==> src/common/pbm_defs.vh <==
// register offsets, field positions, reset values and masks for the port b pin mux
`ifndef PBM_DEFS_VH
`define PBM_DEFS_VH

// apb address width and register byte offsets
`define PBM_ADDR_W 8
`define PBM_OFF_LEVELS 8'h00
`define PBM_OFF_LATCH 8'h04
`define PBM_OFF_DIR 8'h08
`define PBM_OFF_ICMAIN 8'h0c
`define PBM_OFF_ICEDGE 8'h10
`define PBM_OFF_ICEXT 8'h14
`define PBM_OFF_ANCFG 8'h18

// interrupt_control_main fields
`define PBM_ICM_CHG_FLAG 0
`define PBM_ICM_MASK 8'hff
`define PBM_ICM_RESET 8'h00

// interrupt_control_edge_pullup fields
`define PBM_ICE_PUD_N 7
`define PBM_ICE_EDGE1 5
`define PBM_ICE_EDGE2 4
`define PBM_ICE_MASK 8'hf5
`define PBM_ICE_RESET 8'hf5

// interrupt_control_external fields
`define PBM_ICX_EXT_IRQ_ONE_FLAG 0
`define PBM_ICX_EXT_IRQ_TWO_FLAG 1
`define PBM_ICX_MASK 8'hdb
`define PBM_ICX_RESET 8'h00

// analog_pin_config fields and power-on values
`define PBM_ANC_MASK 8'h3f
`define PBM_ANC_ALL_ANALOG 8'h00
`define PBM_ANC_PORT_DIGITAL 8'h07
`define PBM_ANC_LIMIT 5'h0e

// output latch and direction power-on values
`define PBM_LATCH_RESET 8'h00
`define PBM_DIR_RESET 8'hff

// analog channel numbers of pins 0 to 4
`define PBM_CH_PIN0 4'hc
`define PBM_CH_PIN1 4'ha
`define PBM_CH_PIN2 4'h8
`define PBM_CH_PIN3 4'h9
`define PBM_CH_PIN4 4'hb

`endif

==> src/verilog/pbm_change_detect.v <==
// interrupt-on-change mismatch detector for pins 4 to 7
`timescale 1ns/100ps
`default_nettype none
module pbm_change_detect (
  input wire clock, // system clock
  input wire sys_rst, // synchronous reset, active high
  input wire [3:0] pins, // synchronised levels of pins 4 to 7
  input wire [3:0] watch, // pins that take part in the comparison
  input wire port_access, // pulse: read or write of the pin levels register
  output reg mismatch_q // level: some watched pin differs from the snapshot
);
  reg [3:0] old_q;

  // snapshot taken at every port access ends the mismatch
  always @(posedge clock) begin
    if (sys_rst) begin
      old_q <= 4'h0;
      mismatch_q <= 1'b0;
    end else begin
      if (port_access) begin
        old_q <= pins;
      end
      mismatch_q <= ~port_access & (|((pins ^ old_q) & watch));
    end
  end
endmodule // pbm_change_detect
`default_nettype wire

==> src/verilog/pbm_port_b_mux.v <==
// port b pin function multiplexer with apb register slave
`timescale 1ns/100ps
`include "pbm_defs.vh"
`default_nettype none
// Summary of operation
// - direction 0 drives pin from output latch
// - direction 1 reads pin, pull-up per control
// - bit 1 spi clock overrides latch, input
// - bit 1 i2c clock priority, buffer follows setting
// - bits 1,2 feed external interrupts one, two
// - bits 2,3 carry external transceiver transmit data
// - alt-pin config 0: bit 3 is ccp two
// - bits 4-7 inputs not taken by programming are change inputs
// - bit 4 parallel select on large package only
// - low-voltage config makes bit 5 entry input
// - debug makes bits 6,7 programming clock, data
// - power-on analog or digital from config bit
// - programming functions on bits 5-7 set pin direction; others need direction 0
// - unimplemented register bits read as zero
// - change compare against last-access snapshot, inputs only
// - mismatch keeps flag set; access ends mismatch
// - pull-ups off for outputs and after reset
// - analog pins read zero through port register
module pbm_port_b_mux #(
  parameter LARGE_PKG = 1 // 1 when the parallel port select pin exists
) (
  input wire clock, // system clock, 40 mhz
  input wire sys_rst, // synchronous reset, active high
  input wire psel, // apb select
  input wire penable, // apb enable
  input wire pwrite, // apb write
  input wire [`PBM_ADDR_W-1:0] paddr, // apb byte address
  input wire [31:0] pwdata, // apb write data
  output reg [31:0] prdata, // apb read data
  output reg pready, // apb ready
  output reg pslverr, // apb error on unmapped address
  input wire [7:0] pin_in, // pad input levels
  output reg [7:0] pin_out, // pad output levels
  output reg [7:0] pin_oe, // pad output enables, high drives
  output reg [7:0] pin_pullup_en, // weak pull-up enables
  input wire analog_default_cfg, // power-on config: port pins analog
  input wire capcomp_alt_pin_cfg, // 0 puts ccp two on bit 3
  input wire low_voltage_prog_cfg, // bit 5 is programming entry
  input wire in_circuit_debug, // serial programming or debug active
  input wire spi_clk_en, // serial module in spi clock use
  input wire spi_clk_out, // spi clock from serial module
  input wire i2c_en, // serial module in i2c use
  input wire i2c_clk_out, // i2c clock from serial module
  input wire i2c_smbus_sel, // serial module selects smbus levels
  input wire xcvr_ext_en, // external usb transceiver in use
  input wire xcvr_minus_tx, // minus line transmit data
  input wire xcvr_plus_tx, // plus line transmit data
  input wire capcomp_out_en, // ccp two in compare or pwm mode
  input wire capcomp_out, // ccp two compare or pwm level
  input wire parallel_port_en, // parallel port owns its select pin
  input wire parallel_port_select, // parallel port select level
  input wire serial_prog_data_oe, // debug logic drives data line
  input wire serial_prog_data_out, // debug data output level
  output reg spi_clk_in, // spi clock into serial module
  output reg i2c_clk_in, // i2c clock into serial module
  output reg i2c_smbus_buf, // bit 1 input buffer uses smbus levels
  output reg ext_irq_one, // external interrupt one input level
  output reg ext_irq_two, // external interrupt two input level
  output reg capcomp_in, // ccp two capture input
  output reg prog_entry_input, // programming mode entry level
  output reg serial_prog_clock, // programming clock input
  output reg serial_prog_data, // programming data input
  output reg analog_channel_8, // bit 2 routed to channel 8
  output reg analog_channel_9, // bit 3 routed to channel 9
  output reg analog_channel_11, // bit 4 routed to channel 11
  output reg [4:0] analog_pin_en, // analog selection of pins 0 to 4
  output reg pin_change_flag // sticky change flag copy
);
  // channel n is analog while the config field is no more than 14 - n
  function an_on;
    input [3:0] pcfg;
    input [3:0] ch;
    begin
      an_on = ({1'b0, pcfg} + {1'b0, ch}) <= `PBM_ANC_LIMIT;
    end
  endfunction

  reg [7:0] output_latch_bits_q;
  reg [7:0] pin_direction_bits_q;
  reg [7:0] icmain_q;
  reg [7:0] icedge_q;
  reg [7:0] icext_q;
  reg [7:0] ancfg_q;
  reg [7:0] prev_lvl_q;
  reg [2:0] settle_q;
  reg [31:0] rd_d;
  reg hit_d;
  reg [7:0] out_d;
  reg [7:0] oe_d;
  wire [7:0] pin_sync;
  wire [7:0] pin_level_bits;
  wire [7:0] an_mask;
  wire [7:0] dig_in;
  wire mismatch;
  wire setup;
  wire wr_go;
  wire rd_go;
  wire pullup_disable_n;
  wire edge1;
  wire edge2;
  wire rise1;
  wire rise2;
  wire fall1;
  wire fall2;
  wire [3:0] watch;
  wire armed;
  wire [7:0] icx_wr;

  // pad levels enter the clock domain
  pbm_sync2 u_sync (
    .clock(clock),
    .sys_rst(sys_rst),
    .async_in(pin_in),
    .sync_out(pin_sync)
  );

  // analog selection per pin; bits 5 to 7 have no analog channel
  assign an_mask = {3'b000,
    an_on(ancfg_q[3:0], `PBM_CH_PIN4),
    an_on(ancfg_q[3:0], `PBM_CH_PIN3),
    an_on(ancfg_q[3:0], `PBM_CH_PIN2),
    an_on(ancfg_q[3:0], `PBM_CH_PIN1),
    an_on(ancfg_q[3:0], `PBM_CH_PIN0)};

  // digital input buffer off on analog pins
  assign dig_in = pin_sync & ~an_mask;
  assign pin_level_bits = dig_in;
  assign pullup_disable_n = icedge_q[`PBM_ICE_PUD_N];
  assign edge1 = icedge_q[`PBM_ICE_EDGE1];
  assign edge2 = icedge_q[`PBM_ICE_EDGE2];

  // apb phases; the access phase always completes in its first cycle
  assign setup = psel & ~penable;
  assign wr_go = psel & penable & pready & pwrite;
  assign rd_go = psel & penable & pready & ~pwrite;

  // change inputs: input-configured pins not taken by programming
  assign watch = pin_direction_bits_q[7:4] &
    {in_circuit_debug, in_circuit_debug, low_voltage_prog_cfg, 1'b0} ^
    pin_direction_bits_q[7:4] & ~{in_circuit_debug, in_circuit_debug,
    low_voltage_prog_cfg, 1'b0} ^ pin_direction_bits_q[7:4] &
    {in_circuit_debug, in_circuit_debug, low_voltage_prog_cfg, 1'b0};

  // snapshot follows the pins until they settle after reset, so no false change
  pbm_change_detect u_chg (
    .clock(clock),
    .sys_rst(sys_rst),
    .pins(dig_in[7:4]),
    .watch(watch),
    .port_access(~armed | ((wr_go | rd_go) & (paddr == `PBM_OFF_LEVELS))),
    .mismatch_q(mismatch)
  );

  // edges count only once synchroniser and history hold real pin levels
  assign armed = settle_q[2];
  assign rise1 = armed & dig_in[1] & ~prev_lvl_q[1];
  assign fall1 = armed & ~dig_in[1] & prev_lvl_q[1];
  assign rise2 = armed & dig_in[2] & ~prev_lvl_q[2];
  assign fall2 = armed & ~dig_in[2] & prev_lvl_q[2];
  assign icx_wr = pwdata[7:0] & `PBM_ICX_MASK;

  // register read mux and address decode
  always @* begin
    rd_d = 32'h0000_0000;
    hit_d = 1'b1;
    case (paddr)
      `PBM_OFF_LEVELS: rd_d[7:0] = pin_level_bits;
      `PBM_OFF_LATCH: rd_d[7:0] = output_latch_bits_q;
      `PBM_OFF_DIR: rd_d[7:0] = pin_direction_bits_q;
      `PBM_OFF_ICMAIN: rd_d[7:0] = icmain_q & `PBM_ICM_MASK;
      `PBM_OFF_ICEDGE: rd_d[7:0] = icedge_q & `PBM_ICE_MASK;
      `PBM_OFF_ICEXT: rd_d[7:0] = icext_q & `PBM_ICX_MASK;
      `PBM_OFF_ANCFG: rd_d[7:0] = ancfg_q & `PBM_ANC_MASK;
      default: hit_d = 1'b0;
    endcase
  end

  // apb answer: ready, error and data in the access phase
  always @(posedge clock) begin
    if (sys_rst) begin
      pready <= 1'b0;
      pslverr <= 1'b0;
      prdata <= 32'h0000_0000;
    end else begin
      pready <= setup;
      pslverr <= setup & ~hit_d;
      if (setup) begin
        prdata <= pwrite ? 32'h0000_0000 : rd_d;
      end
    end
  end

  // software registers; writes to the pin levels register land in the latch
  always @(posedge clock) begin
    if (sys_rst) begin
      output_latch_bits_q <= `PBM_LATCH_RESET;
      pin_direction_bits_q <= `PBM_DIR_RESET;
      icedge_q <= `PBM_ICE_RESET;
      ancfg_q <= analog_default_cfg ? `PBM_ANC_ALL_ANALOG :
        `PBM_ANC_PORT_DIGITAL;
      prev_lvl_q <= 8'h00;
      settle_q <= 3'b000;
    end else begin
      prev_lvl_q <= dig_in;
      settle_q <= {settle_q[1:0], 1'b1};
      if (wr_go) begin
        case (paddr)
          `PBM_OFF_LEVELS: output_latch_bits_q <= pwdata[7:0];
          `PBM_OFF_LATCH: output_latch_bits_q <= pwdata[7:0];
          `PBM_OFF_DIR: pin_direction_bits_q <= pwdata[7:0];
          `PBM_OFF_ICEDGE: icedge_q <= pwdata[7:0] & `PBM_ICE_MASK;
          `PBM_OFF_ANCFG: ancfg_q <= pwdata[7:0] & `PBM_ANC_MASK;
          default: ancfg_q <= ancfg_q;
        endcase
      end
    end
  end

  // sticky flags: hardware set wins over a software clear
  always @(posedge clock) begin
    if (sys_rst) begin
      icmain_q <= `PBM_ICM_RESET;
      icext_q <= `PBM_ICX_RESET;
    end else begin
      if (wr_go && paddr == `PBM_OFF_ICMAIN) begin
        icmain_q[7:1] <= pwdata[7:1];
        icmain_q[`PBM_ICM_CHG_FLAG] <= pwdata[0] | mismatch;
      end else begin
        icmain_q[`PBM_ICM_CHG_FLAG] <= icmain_q[`PBM_ICM_CHG_FLAG] | mismatch;
      end
      if (wr_go && paddr == `PBM_OFF_ICEXT) begin
        icext_q[7:2] <= icx_wr[7:2];
        icext_q[`PBM_ICX_EXT_IRQ_ONE_FLAG] <= pwdata[0] |
          (pin_direction_bits_q[1] & (edge1 ? rise1 : fall1));
        icext_q[`PBM_ICX_EXT_IRQ_TWO_FLAG] <= pwdata[1] |
          (pin_direction_bits_q[2] & (edge2 ? rise2 : fall2));
      end else begin
        icext_q[`PBM_ICX_EXT_IRQ_ONE_FLAG] <= icext_q[`PBM_ICX_EXT_IRQ_ONE_FLAG] |
          (pin_direction_bits_q[1] & (edge1 ? rise1 : fall1));
        icext_q[`PBM_ICX_EXT_IRQ_TWO_FLAG] <= icext_q[`PBM_ICX_EXT_IRQ_TWO_FLAG] |
          (pin_direction_bits_q[2] & (edge2 ? rise2 : fall2));
      end
    end
  end

  // per-pin drive selection; peripherals take priority over the latch
  always @* begin
    out_d = output_latch_bits_q;
    oe_d = ~pin_direction_bits_q;
    if (!pin_direction_bits_q[1]) begin
      if (i2c_en) begin
        out_d[1] = i2c_clk_out;
      end else if (spi_clk_en) begin
        out_d[1] = spi_clk_out;
      end
    end
    if (xcvr_ext_en && !pin_direction_bits_q[2]) begin
      out_d[2] = xcvr_minus_tx;
    end
    if (!pin_direction_bits_q[3]) begin
      if (xcvr_ext_en) begin
        out_d[3] = xcvr_plus_tx;
      end else if (!capcomp_alt_pin_cfg && capcomp_out_en) begin
        out_d[3] = capcomp_out;
      end
    end
    if (LARGE_PKG != 0 && parallel_port_en && !pin_direction_bits_q[4]) begin
      out_d[4] = parallel_port_select;
    end
    if (low_voltage_prog_cfg) begin
      oe_d[5] = 1'b0;
    end
    if (in_circuit_debug) begin
      oe_d[6] = 1'b0;
      oe_d[7] = serial_prog_data_oe;
      out_d[7] = serial_prog_data_out;
    end
  end

  // pad drive, one edge after the register write completes
  always @(posedge clock) begin
    if (sys_rst) begin
      pin_out <= 8'h00;
      pin_oe <= 8'h00;
      pin_pullup_en <= 8'h00;
    end else begin
      pin_out <= out_d;
      pin_oe <= oe_d;
      pin_pullup_en <= {8{~pullup_disable_n}} & ~oe_d & ~an_mask &
        ~{in_circuit_debug, in_circuit_debug, low_voltage_prog_cfg, 5'b00000};
    end
  end

  // inputs handed to the peripherals, analog routing and flag copy
  always @(posedge clock) begin
    if (sys_rst) begin
      spi_clk_in <= 1'b0;
      i2c_clk_in <= 1'b0;
      i2c_smbus_buf <= 1'b0;
      ext_irq_one <= 1'b0;
      ext_irq_two <= 1'b0;
      capcomp_in <= 1'b0;
      prog_entry_input <= 1'b0;
      serial_prog_clock <= 1'b0;
      serial_prog_data <= 1'b0;
      analog_channel_8 <= 1'b0;
      analog_channel_9 <= 1'b0;
      analog_channel_11 <= 1'b0;
      analog_pin_en <= 5'h00;
      pin_change_flag <= 1'b0;
    end else begin
      spi_clk_in <= spi_clk_en & pin_direction_bits_q[1] & dig_in[1];
      i2c_clk_in <= i2c_en & dig_in[1];
      i2c_smbus_buf <= i2c_en & i2c_smbus_sel;
      ext_irq_one <= pin_direction_bits_q[1] & dig_in[1];
      ext_irq_two <= pin_direction_bits_q[2] & dig_in[2];
      capcomp_in <= ~capcomp_alt_pin_cfg & pin_direction_bits_q[3] & dig_in[3];
      prog_entry_input <= low_voltage_prog_cfg & pin_sync[5];
      serial_prog_clock <= in_circuit_debug & pin_sync[6];
      serial_prog_data <= in_circuit_debug & pin_sync[7];
      analog_channel_8 <= pin_direction_bits_q[2] & an_mask[2];
      analog_channel_9 <= pin_direction_bits_q[3] & an_mask[3];
      analog_channel_11 <= pin_direction_bits_q[4] & an_mask[4];
      analog_pin_en <= an_mask[4:0];
      pin_change_flag <= icmain_q[`PBM_ICM_CHG_FLAG];
    end
  end
endmodule // pbm_port_b_mux
`default_nettype wire

==> src/verilog/pbm_sync2.v <==
// two flip-flop synchroniser for the eight port pins
`timescale 1ns/100ps
`default_nettype none
module pbm_sync2 (
  input wire clock, // system clock
  input wire sys_rst, // synchronous reset, active high
  input wire [7:0] async_in, // raw pin levels
  output reg [7:0] sync_out // pin levels in the clock domain
);
  reg [7:0] meta_q;

  // first stage feeds only the second stage
  always @(posedge clock) begin
    if (sys_rst) begin
      meta_q <= 8'h00;
      sync_out <= 8'h00;
    end else begin
      meta_q <= async_in;
      sync_out <= meta_q;
    end
  end
endmodule // pbm_sync2
`default_nettype wire
==> config.mk <==
export PLATFORM = sky130hd
export DESIGN_NAME = pbm_port_b_mux
export DESIGN_NICKNAME = d
export VERILOG_FILES = /design/src/verilog/pbm_change_detect.v /design/src/verilog/pbm_port_b_mux.v /design/src/verilog/pbm_sync2.v
export VERILOG_INCLUDE_DIRS = /design/src /design/src/common
export SDC_FILE = /design/constraint.sdc
export NUM_CORES = 1
export LEC_CHECK = 0
export ABC_AREA = 1
export BUFFER_PORTS_ARGS = -buffer_cell sky130_fd_sc_hd__buf_2
export CAP_MARGIN = 25
export CORE_UTILIZATION = 35
export CTS_BUF_LIST = sky130_fd_sc_hd__clkbuf_2
export CTS_CLUSTER_DIAMETER = 80
export DETAILED_ROUTE_END_ITERATION = 8
export GPL_TIMING_DRIVEN = 0
export SYNTH_ARGS = -nofsm -noshare
export SYNTH_HDL_FRONTEND = slang
export SYNTH_HIERARCHICAL = 1
export SYNTH_SLANG_ARGS = --single-unit
==> constraint.sdc <==
create_clock -name clock -period 4.9 [get_ports clock]
set_input_delay 0.245 -clock clock [delete_from_list [all_inputs] [get_ports clock]]
set_output_delay 0.245 -clock clock [all_outputs]
set_load 0.05 [all_outputs]
==> results of run 1 <==
==> flip-flops by register name (all words and copies together), names as in the netlist, 2 cells and up <==
name                  count
prev_lvl_q                2
u_chg/old_q               4
pin_oe                    8
output_latch_bits_q       8
icext_q                   6
pin_direction_bits_q      8
icedge_q                  6
icmain_q                  8
ancfg_q                   6
settle_q                  3
pin_pullup_en             8
u_sync/sync_out           8
prdata                    8
analog_pin_en             5
u_sync/meta_q             8
pin_out                   8
==> worst max-delay path by stage <==
stage                     cells after the start              to  slack [ps]     start
after detailed placement                     10  u_chg/old_q[0]        2720  paddr[6]
final                                         6      pin_out[2]        2740   sys_rst
after CTS                                     6      pin_out[4]        2810   sys_rst
after global routing                          6      pin_out[2]        2640   sys_rst
after global placement                        6      ancfg_q[0]        2690  paddr[2]
after floorplan                               4      ancfg_q[0]        2930    pready
==> layout make-up <==
class,instances,area (um^2)
repair buffers,146,970.9
multi-input cells,409,2008
plain buffers,44,311.5
inverters,94,352.8
clock buffers,19,95.09
well taps,180,225.2
clock inverters,13,136.4
fillers,1464,7426
flip-flops and latches,120,2462
==> report_power, final <==
group	internal [mW]	total [mW]	switching (mW)	leakage (nW)
combinational	0.0844	0.256	0.172	2.15
sequential	1.01	1.02	0.0119	0.985
clock	0.277	0.634	0.358	0.147
==> routing by layer <==
| metal | vias up | track usage, % | share of wire [%] |
|---|---|---|---|
| met5 | - | 0 | 0 |
| met3 | 12 | 5.150 | 7.8 |
| met2 | 180 | 30.90 | 44 |
| met4 | 0 | 4.878 | 0.95 |
| met1 | 2061 | 26.75 | 47 |
| li1 | 2382 | - | - |
==> cells in the mapped netlist, types with 6 or more instances <==
cell                       count  area (um^2)
sky130_fd_sc_hd__a21oi_1      32        160.2
sky130_fd_sc_hd__buf_4        27        202.7
sky130_fd_sc_hd__clkbuf_1      9        33.78
sky130_fd_sc_hd__dfxtp_1     114         2282
sky130_fd_sc_hd__edfxtp_1      6        180.2
sky130_fd_sc_hd__ha_1          6        75.07
sky130_fd_sc_hd__inv_1        90        337.8
sky130_fd_sc_hd__nand2_1      99        371.6
sky130_fd_sc_hd__nand3_1      50        250.2
sky130_fd_sc_hd__nor2_1       95        356.6
sky130_fd_sc_hd__nor2_4        7        78.83
sky130_fd_sc_hd__nor3_1       14        70.07
sky130_fd_sc_hd__o211ai_1     14        105.1
sky130_fd_sc_hd__o21ai_0      29        145.1
sky130_fd_sc_hd__o21ai_1       8        40.04
==> what timing repair did <==
item / 4_1_cts / 5_1_grt
hold endpoints to repair: 77 / 0
hold buffers: 48 / 0
gates resized for setup: 0 / 0
==> critical path, delay by kind of cell <==
| kind | cells | cell delay (ps) |
|---|---|---|
| AO/OA/AOI/OAI | 1 | 100 |
| buffers and inverters | 5 | 2360 |
==> through the flow <==
| stage | power [mW] | hold slack, ps | area [um^2] |
|---|---|---|---|
| 3_3_place_gp | 1.271 | 390.5 | 5851 |
| 4_1_cts | 1.924 | 16.28 | 6563 |
| 3_5_place_dp | 1.272 | 392.0 | 5851 |
| 2_1_floorplan | 1.208 | 320.0 | 5135 |
| 6_report | 1.911 | 73.22 | 6563 |
| 5_1_grt | 1.994 | 49.30 | 6563 |
==> kinds of logic (layout without fill, tap and decap cells) <==
| kind of cell | after synthesis | count (layout) | synth area share, % |
|---|---|---|---|
| AND/OR/NAND/NOR | 286 | 286 | 25.92 |
| buffers and inverters | 138 | 316 | 13.16 |
| flip-flops | 120 | 120 | 48.77 |
| AO/OA/AOI/OAI | 93 | 93 | 10.58 |
| adder cells (fa/ha/maj) | 6 | 6 | 1.487 |
| other | 1 | 24 | 0.07428 |
==> results_tabular.tex, run 1 <==
\begin{tabular}{lr}
\hline
Metric & Value \\
\hline
\multicolumn{2}{l}{\textbf{Flow run}} \\
MaxCap Viol Count & 0 \\
\multicolumn{2}{l}{\textbf{Clock tree}} \\
Setup fix buffers added after clock tree synthesis & 0 \\
Max clock buf depth & 2 \\
Buffer cell driving the clock tree root & sky130\_fd\_sc\_hd\_\_clkbuf\_2 \\
Clock tree from TritonCTS & done \\
Number of buffers added by the clock tree synthesis step & 17 \\
Number of sinks handled by clock tree synthesis & 120 \\
Source-to-sink clock delay at the later pin of the worst-skew pair & 670 ps \\
Clock transition time at the flip-flop clock pins of the worst setup and hold paths & $\sim$150 ps \\
H-Tree Depth & 4 \\
\multicolumn{2}{l}{\textbf{Power}} \\
Pwr dens & 291.2 mW/mm\^{}2 \\
VDD IR-drop max & 0.1715 mV \\
Leakage power summed over all cells & 3.284 nW \\
\multicolumn{2}{l}{\textbf{Routing}} \\
DRC violations left & 0 \\
Routed vias & approximately 4600 \\
First DRT Iteration DRCs & around 310 \\
Detailed-route wire length & 13.94 mm \\
Pre-antenna DRT Iters & 9 \\
Final ANT Viol Nets & 0 \\
Detailed-route wire length per cell & 13.60 um \\
Vias per std cell & about 4.5 \\
\multicolumn{2}{l}{\textbf{Floorplan}} \\
Initial Util & around 36\% \\
Number of cell rows & between 40 and 50 \\
Die ar. & around 0.015 mm\^{}2 \\
Die outline width & $\sim$120 um \\
Core Region & approximately 0.014 mm\^{}2 \\
I/O pin total & about 150 \\
Die Height & about 120 um \\
\multicolumn{2}{l}{\textbf{Global route}} \\
Aggregate global-route resource usage & 19.69\% \\
Pin count of the biggest net entering global routing & 17 \\
Number of antenna violations at the first check in global routing & 0 \\
Vias in the first global route & 4256 \\
Total grt overflow & 0 \\
Global-route wire length before repair & between 20 and 25 mm \\
\multicolumn{2}{l}{\textbf{Worst setup path}} \\
Standard cell with the maximum stage delay on the critical path & sky130\_fd\_sc\_hd\_\_clkbuf\_1 \\
FF-to-FF Start & ancfg\_q[1] \\
Largest stage delay, worst path & about 600 ps \\
Critical Path AT & $\sim$2700 ps \\
Logic depth of the worst register-to-register path & 9 \\
Reg-to-reg setup timing slack & roughly 2800 ps \\
Required time of the critical path & $\sim$5500 ps \\
Launching element type of the critical path & input pin \\
Sequence of cells on the critical path & dlygate4sd3\_1 > buf\_2 > clkbuf\_1 > clkbuf\_1 > a21oi\_1 > dlygate4sd3\_1 \\
Largest fanout of any net on the critical path & 10 \\
Reg2Reg Capture Point & prdata[1] \\
Kind of end point of the critical path & flop \\
Worst setup path class & in -> reg \\
\multicolumn{2}{l}{\textbf{STA}} \\
Total negative slack for setup checks & 0 ps \\
Number of hold violations in the final report & 0 \\
Number of max-slew violations in the final report & 0 \\
Share of the cycle needed by the critical path after routing & between 40 and 50\% \\
Worst Skew & between 30 and 40 ps \\
Count of endpoints failing setup in the final report & 0 \\
Highest clock frequency the design can meet & $\sim$460 MHz \\
Worst slew pin tran & approximately 940 ps \\
Worst path setup slack after routing & 2739 ps \\
Min Clock Period, post-route & 2161 ps \\
Worst rel slew slack & a little under two fifths \\
Unrepaired setup endpoints after global routing & false \\
\multicolumn{2}{l}{\textbf{Hold path}} \\
Worst hold start & pwrite \\
Class of the tightest hold or removal check & in -> reg \\
Worst min-delay path endpoint & prdata[3] \\
Cells on Worst Hold Path & 6 \\
\multicolumn{2}{l}{\textbf{Synth}} \\
Post-synthesis sequential area ratio & 48.77\% \\
Ys Warns & 6 \\
Area of the mapped netlist & just over 0.005 mm\^{}2 \\
Synthesized netlist cell count & approximately 640 \\
Share of async-settable or async-resettable flops after synthesis & 0\% \\
Post-synthesis register bit count & between 100 and 150 \\
Post-synth EDFFs & 6 \\
Count of cell types in the netlist & 35 \\
Average cell area after synthesis & 7.839 um\^{}2 \\
Leading register cell type out of synthesis & sky130\_fd\_sc\_hd\_\_dfxtp\_1 \\
\multicolumn{2}{l}{\textbf{Placement}} \\
Post-Place Setup Slack & 2719 ps \\
Final weighted congestion of routability-driven global placement & about 0.84 \\
IO Port Bufs & between 90 and 100 \\
Number of placed cells counting well taps & around 950 \\
Detail Placement HPWL & 10.14 mm \\
\multicolumn{2}{l}{\textbf{Finish}} \\
Most common cell after layout, fill and taps aside & sky130\_fd\_sc\_hd\_\_dfxtp\_1 \\
Core occupancy in the finished layout & 46.91\% \\
Leading cell types in the layout, fill and taps excluded & sky130\_fd\_sc\_hd\_\_dfxtp\_1 (114), sky130\_fd\_sc\_hd\_\_buf\_2 (101), sky130\_fd\_sc\_hd\_\_nand2\_1 (99), sky130\_fd\_sc\_hd\_\_nor2\_1 (95), sky130\_fd\_sc\_hd\_\_inv\_1 (90) \\
Total number of nets in the final design & about 910 \\
Non-filler instance count after layout & 1025 \\
Area growth from synthesis to layout & 29.99\% \\
Fraction of layout cells with a size suffix above 1 & approximately 22\% \\
Antenna diode count & 0 \\
\multicolumn{2}{l}{\textbf{Status}} \\
Result of the run & finished clean \\
\hline
\end{tabular}
Note: power is estimated with default switching activity, not from simulation.
==> run 2: changes to the inputs <==
clock period = 1.8 ns   (was 4.9 ns; I/O delays follow)
==> results_tabular.tex, run 2 (synthesis results as in run 1) <==
\begin{tabular}{lr}
\hline
Metric & Value \\
\hline
\multicolumn{2}{l}{\textbf{Status}} \\
Result of the run & finished with violations (was finished clean) \\
Violated checks & negative setup slack \\
\multicolumn{2}{l}{\textbf{Hold path}} \\
Worst min-delay path endpoint & icedge\_q[7] (was prdata[3]) \\
Worst hold start & paddr[1] (was pwrite) \\
Class of the tightest hold or removal check & in -> reg (unchanged) \\
Cells on Worst Hold Path & 7 (was 6) \\
\multicolumn{2}{l}{\textbf{Clock tree}} \\
Clock tree from TritonCTS & done (unchanged) \\
Number of sinks handled by clock tree synthesis & 120 (unchanged) \\
H-Tree Depth & 4 (unchanged) \\
Clock transition time at the flip-flop clock pins of the worst setup and hold paths & 190 ps (was 150 ps) \\
Buffer cell driving the clock tree root & sky130\_fd\_sc\_hd\_\_clkbuf\_2 (unchanged) \\
Source-to-sink clock delay at the later pin of the worst-skew pair & 670 ps (about the same) \\
Number of buffers added by the clock tree synthesis step & 17 (unchanged) \\
Max clock buf depth & 2 (unchanged) \\
\multicolumn{2}{l}{\textbf{STA}} \\
Number of max-slew violations in the final report & 0 (unchanged) \\
Highest clock frequency the design can meet & 549.8 MHz \\
Worst path setup slack after routing & -18.94 ps (was 2739 ps) \\
Worst Skew & 38.65 ps (was 39.60 ps) \\
Min Clock Period, post-route & about 1800 ps \\
Total negative slack for setup checks & -18.94 ps (was 0 ps) \\
Worst slew pin tran & 734.4 ps (was 938.2 ps) \\
Count of endpoints failing setup in the final report & 1 (was 0) \\
Number of hold violations in the final report & 0 (unchanged) \\
Share of the cycle needed by the critical path after routing & 101.1\% \\
Unrepaired setup endpoints after global routing & true (was false) \\
Hold\_ws & 42.94 ps (was 73.22 ps) \\
Worst rel slew slack & 51.04\% (was 36.79\%) \\
\multicolumn{2}{l}{\textbf{Placement}} \\
Detail Placement HPWL & 10.26 mm (was 10.14 mm) \\
Final weighted congestion of routability-driven global placement & 0.8643 (was 0.8436) \\
IO Port Bufs & 98 (unchanged) \\
Number of placed cells counting well taps & 945 (unchanged) \\
\multicolumn{2}{l}{\textbf{Power}} \\
VDD IR-drop max & 0.5198 mV (was 0.1715 mV) \\
Pwr dens & 827.3 mW/mm\^{}2 (was 291.2 mW/mm\^{}2) \\
Power Internal & 4.098 mW (was 1.370 mW) \\
Leakage power summed over all cells & 3.371 nW (was 3.284 nW) \\
Switching Fraction & 27.03\% (was 28.33\%) \\
Pwr Total & 5.617 mW (was 1.911 mW) \\
Proportion of power drawn by flip-flops and latches & 49.3\% (was 53.4\%) \\
Total net switching power & 1.518 mW (was 0.5415 mW) \\
Comb pwr share & 13.8\% (was 13.4\%) \\
Proportion of power drawn by the clock network & 36.9\% (was 33.2\%) \\
\multicolumn{2}{l}{\textbf{Finish}} \\
Most common cell after layout, fill and taps aside & sky130\_fd\_sc\_hd\_\_dfxtp\_1 (unchanged) \\
Antenna diode count & 0 (unchanged) \\
Area growth from synthesis to layout & 34.47\% (was 29.99\%) \\
Total number of nets in the final design & 922 (was 909) \\
Leading cell types in the layout, fill and taps excluded & sky130\_fd\_sc\_hd\_\_dfxtp\_1 (114), sky130\_fd\_sc\_hd\_\_buf\_2 (101), sky130\_fd\_sc\_hd\_\_nand2\_1 (96), sky130\_fd\_sc\_hd\_\_nor2\_1 (93), sky130\_fd\_sc\_hd\_\_inv\_1 (87) (was sky130\_fd\_sc\_hd\_\_dfxtp\_1 (114), sky130\_fd\_sc\_hd\_\_buf\_2 (101), sky130\_fd\_sc\_hd\_\_nand2\_1 (99), sky130\_fd\_sc\_hd\_\_nor2\_1 (95), sky130\_fd\_sc\_hd\_\_inv\_1 (90)) \\
Core occupancy in the finished layout & 48.53\% (was 46.91\%) \\
Fraction of layout cells with a size suffix above 1 & 24.83\% (was 22.01\%) \\
Non-filler instance count after layout & 1038 (was 1025) \\
\multicolumn{2}{l}{\textbf{Floorplan}} \\
Number of cell rows & 43 (unchanged) \\
Die ar. & 0.01491 mm\^{}2 (unchanged) \\
I/O pin total & 147 (unchanged) \\
Core Region & 0.01399 mm\^{}2 (unchanged) \\
Initial Util & 36.09\% (unchanged) \\
Die Height & 122.1 um (unchanged) \\
Die outline width & 122.1 um (unchanged) \\
\multicolumn{2}{l}{\textbf{Worst setup path}} \\
Kind of end point of the critical path & flop (unchanged) \\
Logic depth of the worst register-to-register path & 12 (was 9) \\
Required time of the critical path & 2380 ps (was 5450 ps) \\
Reg2Reg Capture Point & prdata[4] (was prdata[1]) \\
Critical Path AT & 2400 ps (was 2710 ps) \\
Launching element type of the critical path & flop (was input pin) \\
FF-to-FF Start & ancfg\_q[1] (unchanged) \\
Worst setup path class & reg -> reg (was in -> reg) \\
Largest fanout of any net on the critical path & 4 (was 10) \\
Reg-to-reg setup timing slack & -20 ps (was 2830 ps) \\
\multicolumn{2}{l}{\textbf{Global route}} \\
Number of antenna violations at the first check in global routing & 0 (unchanged) \\
Aggregate global-route resource usage & 20.24\% (was 19.69\%) \\
Global-route wire length before repair & 22.53 mm (was 21.85 mm) \\
Pin count of the biggest net entering global routing & 17 (unchanged) \\
Total grt overflow & 0 (unchanged) \\
Vias in the first global route & 4471 (was 4256) \\
\multicolumn{2}{l}{\textbf{Routing}} \\
Vias per std cell & 4.551 (was 4.522) \\
Routed vias & 4724 (was 4635) \\
Detailed-route wire length per cell & 14.01 um (was 13.60 um) \\
Pre-antenna DRT Iters & 5 (was 9) \\
Detailed-route wire length & 14.55 mm (was 13.94 mm) \\
DRC violations left & 0 (unchanged) \\
Final ANT Viol Nets & 0 (unchanged) \\
First DRT Iteration DRCs & 288 (was 305) \\
\multicolumn{2}{l}{\textbf{Flow run}} \\
MaxCap Viol Count & 0 (unchanged) \\
\hline
\end{tabular}
run 2: changes by cell type in the layout (fill, tap and decap cells not counted), moves of 2 or more:
cell / change
sky130_fd_sc_hd__nand3_1: -3
sky130_fd_sc_hd__clkbuf_2: +4
sky130_fd_sc_hd__nor2_1: -2
sky130_fd_sc_hd__clkinv_1: -5
sky130_fd_sc_hd__nand2_2: +3
sky130_fd_sc_hd__nand3_2: +2
sky130_fd_sc_hd__bufinv_16: +2
sky130_fd_sc_hd__dlygate4sd3_1: +5
sky130_fd_sc_hd__o21ai_0: -2
sky130_fd_sc_hd__inv_2: +3
sky130_fd_sc_hd__buf_4: +8
sky130_fd_sc_hd__inv_1: -3
sky130_fd_sc_hd__o21ai_2: +2
sky130_fd_sc_hd__nand2_1: -3
run 2: layer usage:
layer	up-vias	GRT usage [%]	wire (um)	part of all wire, %
li1	2404	-	-	-
met1	2127	26.93	6663	46
met2	183	33.16	6683	46
met3	10	4.307	1075	7.4
met4	0	5.183	123	0.85
met5	-	0	0	0
run 2: how the worst max path moves through the flow:
stage | startpoint | depth (start not counted) | end | slack, ps
6_report | ancfg_q[1] | 12 | prdata[4] | -20
2_1_floorplan | pready | 4 | ancfg_q[0] | 10
4_1_cts | ancfg_q[1] | 9 | prdata[1] | -50
5_1_grt | ancfg_q[3] | 9 | prdata[1] | -110
3_5_place_dp | paddr[6] | 10 | u_chg/old_q[0] | -230
3_3_place_gp | paddr[6] | 10 | u_chg/old_q[0] | -240
run 2: area by class of cell:
class	instances	area, um^2
timing repair buffer	159	1081
clock inverter	9	172.7
multi-input combinational	409	2068
inverter	94	352.8
sequential	120	2462
tap	180	225.2
buffer	44	311.5
clock buffer	23	115.1
fill	1423	7199
run 2: worst max-delay path, stage by stage (launching register included):
cell,delay [ps]
sky130_fd_sc_hd__edfxtp_1,480
sky130_fd_sc_hd__buf_4,180
sky130_fd_sc_hd__inv_2,70
sky130_fd_sc_hd__ha_4,210
sky130_fd_sc_hd__nor2_4,100
sky130_fd_sc_hd__nand2_1,60
sky130_fd_sc_hd__nand2_2,100
sky130_fd_sc_hd__nand3_4,90
sky130_fd_sc_hd__nor2_2,110
sky130_fd_sc_hd__nor2_1,70
sky130_fd_sc_hd__nand2_1,100
sky130_fd_sc_hd__nand2_1,70
sky130_fd_sc_hd__a21oi_1,110
run 2: what timing repair did:
item,CTS,global route
resized for setup,1,16
hold buffers,53,0
hold endpoints to repair,93,0
setup endpoints to repair,4,18
pin swaps,0,3
buffers inserted,5,3
run 2: per-stage QoR:
stage                     worst slack (ps)  cell area, um^2
final                               -18.94             6789
after global placement              -238.3             5851
after global routing                -109.3             6789
after detailed placement            -231.5             5851
after CTS                           -53.11             6711
after floorplan                      12.67             5135
run 2: power groups by stage:
stage	clock [mW]	sequential (mW)	combinational [mW]
global route	2.24	2.78	0.834
finish	2.07	2.77	0.773
floorplan	0	2.92	0.374
CTS	2.09	2.77	0.734
global placement	0	2.83	0.627
detailed placement	0	2.83	0.629
==> run 3: changes to the inputs <==
REMOVE_ABC_BUFFERS = 1   (was unset)
==> results_tabular.tex, run 3 (synthesis results as in run 1) <==
\begin{tabular}{lr}
\hline
Metric & Value \\
\hline
\multicolumn{2}{l}{\textbf{Routing}} \\
Pre-antenna DRT Iters & 4 (was 5) \\
Detailed-route wire length & 13.53 mm (was 14.55 mm) \\
First DRT Iteration DRCs & 246 (was 288) \\
DRC violations left & 0 (unchanged) \\
Routed vias & 4544 (was 4724) \\
Final ANT Viol Nets & 0 (unchanged) \\
Detailed-route wire length per cell & 13.36 um (was 14.01 um) \\
Vias per std cell & 4.486 (was 4.551) \\
\multicolumn{2}{l}{\textbf{Placement}} \\
IO Port Bufs & 98 (unchanged) \\
Placement-stage cell area & 0.005547 mm\^{}2 (was 0.005851 mm\^{}2) \\
Detail Placement HPWL & 8.191 mm (was 10.26 mm) \\
Post-Place Setup Slack & -705.6 ps (was -231.5 ps) \\
Final weighted congestion of routability-driven global placement & 0.7504 (was 0.8643) \\
Number of placed cells counting well taps & 902 (was 945) \\
\multicolumn{2}{l}{\textbf{Clock tree}} \\
Source-to-sink clock delay at the later pin of the worst-skew pair & 700 ps (was 670 ps) \\
Number of buffers added by the clock tree synthesis step & 17 (unchanged) \\
H-Tree Depth & 4 (unchanged) \\
Max clock buf depth & 2 (unchanged) \\
Clock transition time at the flip-flop clock pins of the worst setup and hold paths & 180 ps (was 190 ps) \\
Buffer cell driving the clock tree root & sky130\_fd\_sc\_hd\_\_clkbuf\_2 (unchanged) \\
Clock tree from TritonCTS & done (unchanged) \\
Number of sinks handled by clock tree synthesis & 120 (unchanged) \\
\multicolumn{2}{l}{\textbf{STA}} \\
Total negative slack for setup checks & 0 ps (was -18.94 ps) \\
Worst Skew & 24.00 ps (was 38.65 ps) \\
Hold\_ws & 73.50 ps (was 42.94 ps) \\
Number of max-slew violations in the final report & 0 (unchanged) \\
Count of endpoints failing setup in the final report & 0 (was 1) \\
Highest clock frequency the design can meet & 576.9 MHz (was 549.8 MHz) \\
Min Clock Period, post-route & 1733 ps (was 1819 ps) \\
Share of the cycle needed by the critical path after routing & 96.29\% (was 101.1\%) \\
Number of hold violations in the final report & 0 (unchanged) \\
Worst rel slew slack & 28.89\% (was 51.04\%) \\
Unrepaired setup endpoints after global routing & true (unchanged) \\
Worst slew pin tran & 1066 ps (was 734.4 ps) \\
Worst path setup slack after routing & 66.74 ps (was -18.94 ps) \\
\multicolumn{2}{l}{\textbf{Global route}} \\
Vias in the first global route & 4113 (was 4471) \\
Pin count of the biggest net entering global routing & 40 (was 17) \\
Global-route wire length before repair & 21.23 mm (was 22.53 mm) \\
Aggregate global-route resource usage & 19.11\% (was 20.24\%) \\
Number of antenna violations at the first check in global routing & 1 (was 0) \\
Total grt overflow & 0 (unchanged) \\
\multicolumn{2}{l}{\textbf{Worst setup path}} \\
Largest stage delay, worst path & 480 ps (about the same) \\
Required time of the critical path & 2440 ps (was 2380 ps) \\
Sequence of cells on the critical path & inv\_1 > ha\_4 > nor2\_2 > nand2\_1 > nand2\_1 > nand3\_2 > nor2\_1 > nor2\_1 > nand2\_1 > nand2\_1 > a21oi\_1 (was buf\_4 > inv\_2 > ha\_4 > nor2\_4 > nand2\_1 > nand2\_2 > nand3\_4 > nor2\_2 > nor2\_1 > nand2\_1 > nand2\_1 > a21oi\_1) \\
Launching element type of the critical path & flop (unchanged) \\
Kind of end point of the critical path & flop (unchanged) \\
Critical Path AT & 2370 ps (was 2400 ps) \\
Worst setup path class & reg -> reg (unchanged) \\
Standard cell with the maximum stage delay on the critical path & sky130\_fd\_sc\_hd\_\_edfxtp\_1 (unchanged) \\
Critical Path Most Common Cell & sky130\_fd\_sc\_hd\_\_nand2\_1 (unchanged) \\
Largest fanout of any net on the critical path & 4 (unchanged) \\
Reg-to-reg setup timing slack & 70 ps (was -20 ps) \\
\multicolumn{2}{l}{\textbf{Floorplan}} \\
Number of cell rows & 43 (unchanged) \\
Die ar. & 0.01491 mm\^{}2 (unchanged) \\
Die Height & 122.1 um (unchanged) \\
I/O pin total & 147 (unchanged) \\
Die outline width & 122.1 um (unchanged) \\
Initial Util & 36.09\% (unchanged) \\
Core Region & 0.01399 mm\^{}2 (unchanged) \\
\multicolumn{2}{l}{\textbf{Finish}} \\
Leading cell types in the layout, fill and taps excluded & sky130\_fd\_sc\_hd\_\_dfxtp\_1 (114), sky130\_fd\_sc\_hd\_\_buf\_2 (98), sky130\_fd\_sc\_hd\_\_nand2\_1 (96), sky130\_fd\_sc\_hd\_\_nor2\_1 (94), sky130\_fd\_sc\_hd\_\_inv\_1 (86) (was sky130\_fd\_sc\_hd\_\_dfxtp\_1 (114), sky130\_fd\_sc\_hd\_\_buf\_2 (101), sky130\_fd\_sc\_hd\_\_nand2\_1 (96), sky130\_fd\_sc\_hd\_\_nor2\_1 (93), sky130\_fd\_sc\_hd\_\_inv\_1 (87)) \\
Most common cell after layout, fill and taps aside & sky130\_fd\_sc\_hd\_\_dfxtp\_1 (unchanged) \\
Non-filler instance count after layout & 1013 (was 1038) \\
Total number of nets in the final design & 896 (was 922) \\
Finished layout cell area & 0.006639 mm\^{}2 (was 0.006789 mm\^{}2) \\
Fraction of layout cells with a size suffix above 1 & 22.36\% (was 24.83\%) \\
Core occupancy in the finished layout & 47.46\% (was 48.53\%) \\
Area growth from synthesis to layout & 31.50\% (was 34.47\%) \\
\multicolumn{2}{l}{\textbf{Hold path}} \\
Class of the tightest hold or removal check & in -> reg (unchanged) \\
\multicolumn{2}{l}{\textbf{Flow run}} \\
MaxCap Viol Count & 0 (unchanged) \\
\multicolumn{2}{l}{\textbf{Power}} \\
Leakage power summed over all cells & 3.257 nW (was 3.371 nW) \\
Pwr dens & 816.8 mW/mm\^{}2 (was 827.3 mW/mm\^{}2) \\
Pwr Total & 5.422 mW (was 5.617 mW) \\
VDD IR-drop max & 0.3680 mV (was 0.5198 mV) \\
\multicolumn{2}{l}{\textbf{Status}} \\
Result of the run & finished clean (was finished with violations) \\
\hline
\end{tabular}
[run 3: layout make-up]
| class | count | area [um^2] |
|---|---|---|
| fill | 1415 | 7350 |
| sequential | 120 | 2462 |
| multi-input combinational | 409 | 2078 |
| timing repair buffer | 177 | 1259 |
| inverter | 94 | 355.3 |
| tap | 180 | 225.2 |
| clock inverter | 12 | 156.4 |
| clock buffer | 20 | 100.1 |
| antenna | 1 | 2.502 |
[run 3: what timing repair did]
action	4_1_cts	5_1_grt
gates resized for setup	4	16
setup endpoints to repair	9	24
endpoints found under the hold margin	104	0
hold buffers	62	0
pin swaps	1	3
setup buffers	6	10
[run 3: final timing paths]
check / from / endpoint / cells past startpoint
max: ancfg_q[1] / prdata[4] / 11
max reg2reg: ancfg_q[1] / prdata[4] / 11
min: paddr[4] / icext_q[4] / 5
min reg2reg: settle_q[1] / settle_q[2] / 2
[run 3: report_power, final]
part	total, mW	internal [mW]	switching (mW)
Combinational	0.743	0.251	0.492
Clock	1.91	0.906	1.00
Sequential	2.77	2.75	0.0267
Total	5.42	3.90	1.52
[run 3: metal layers]
metal  global-route usage (%)  vias to the layer above  share of wire (%)
met5                        0                        -                  0
met4                    6.479                        0                1.5
met1                    24.90                     2043                 48
li1                         -                     2363                  -
met3                    4.775                       17                4.8
met2                    30.69                      121                 46
[run 3: worst max-delay path: cells and delay by family, from the launching register on]
| family | cells | cell delay, ps |
|---|---|---|
| compound gates | 1 | 120 |
| buf+inv | 1 | 150 |
| fa+ha+maj | 1 | 220 |
| simple gates | 8 | 710 |
| flops | 1 | 480 |
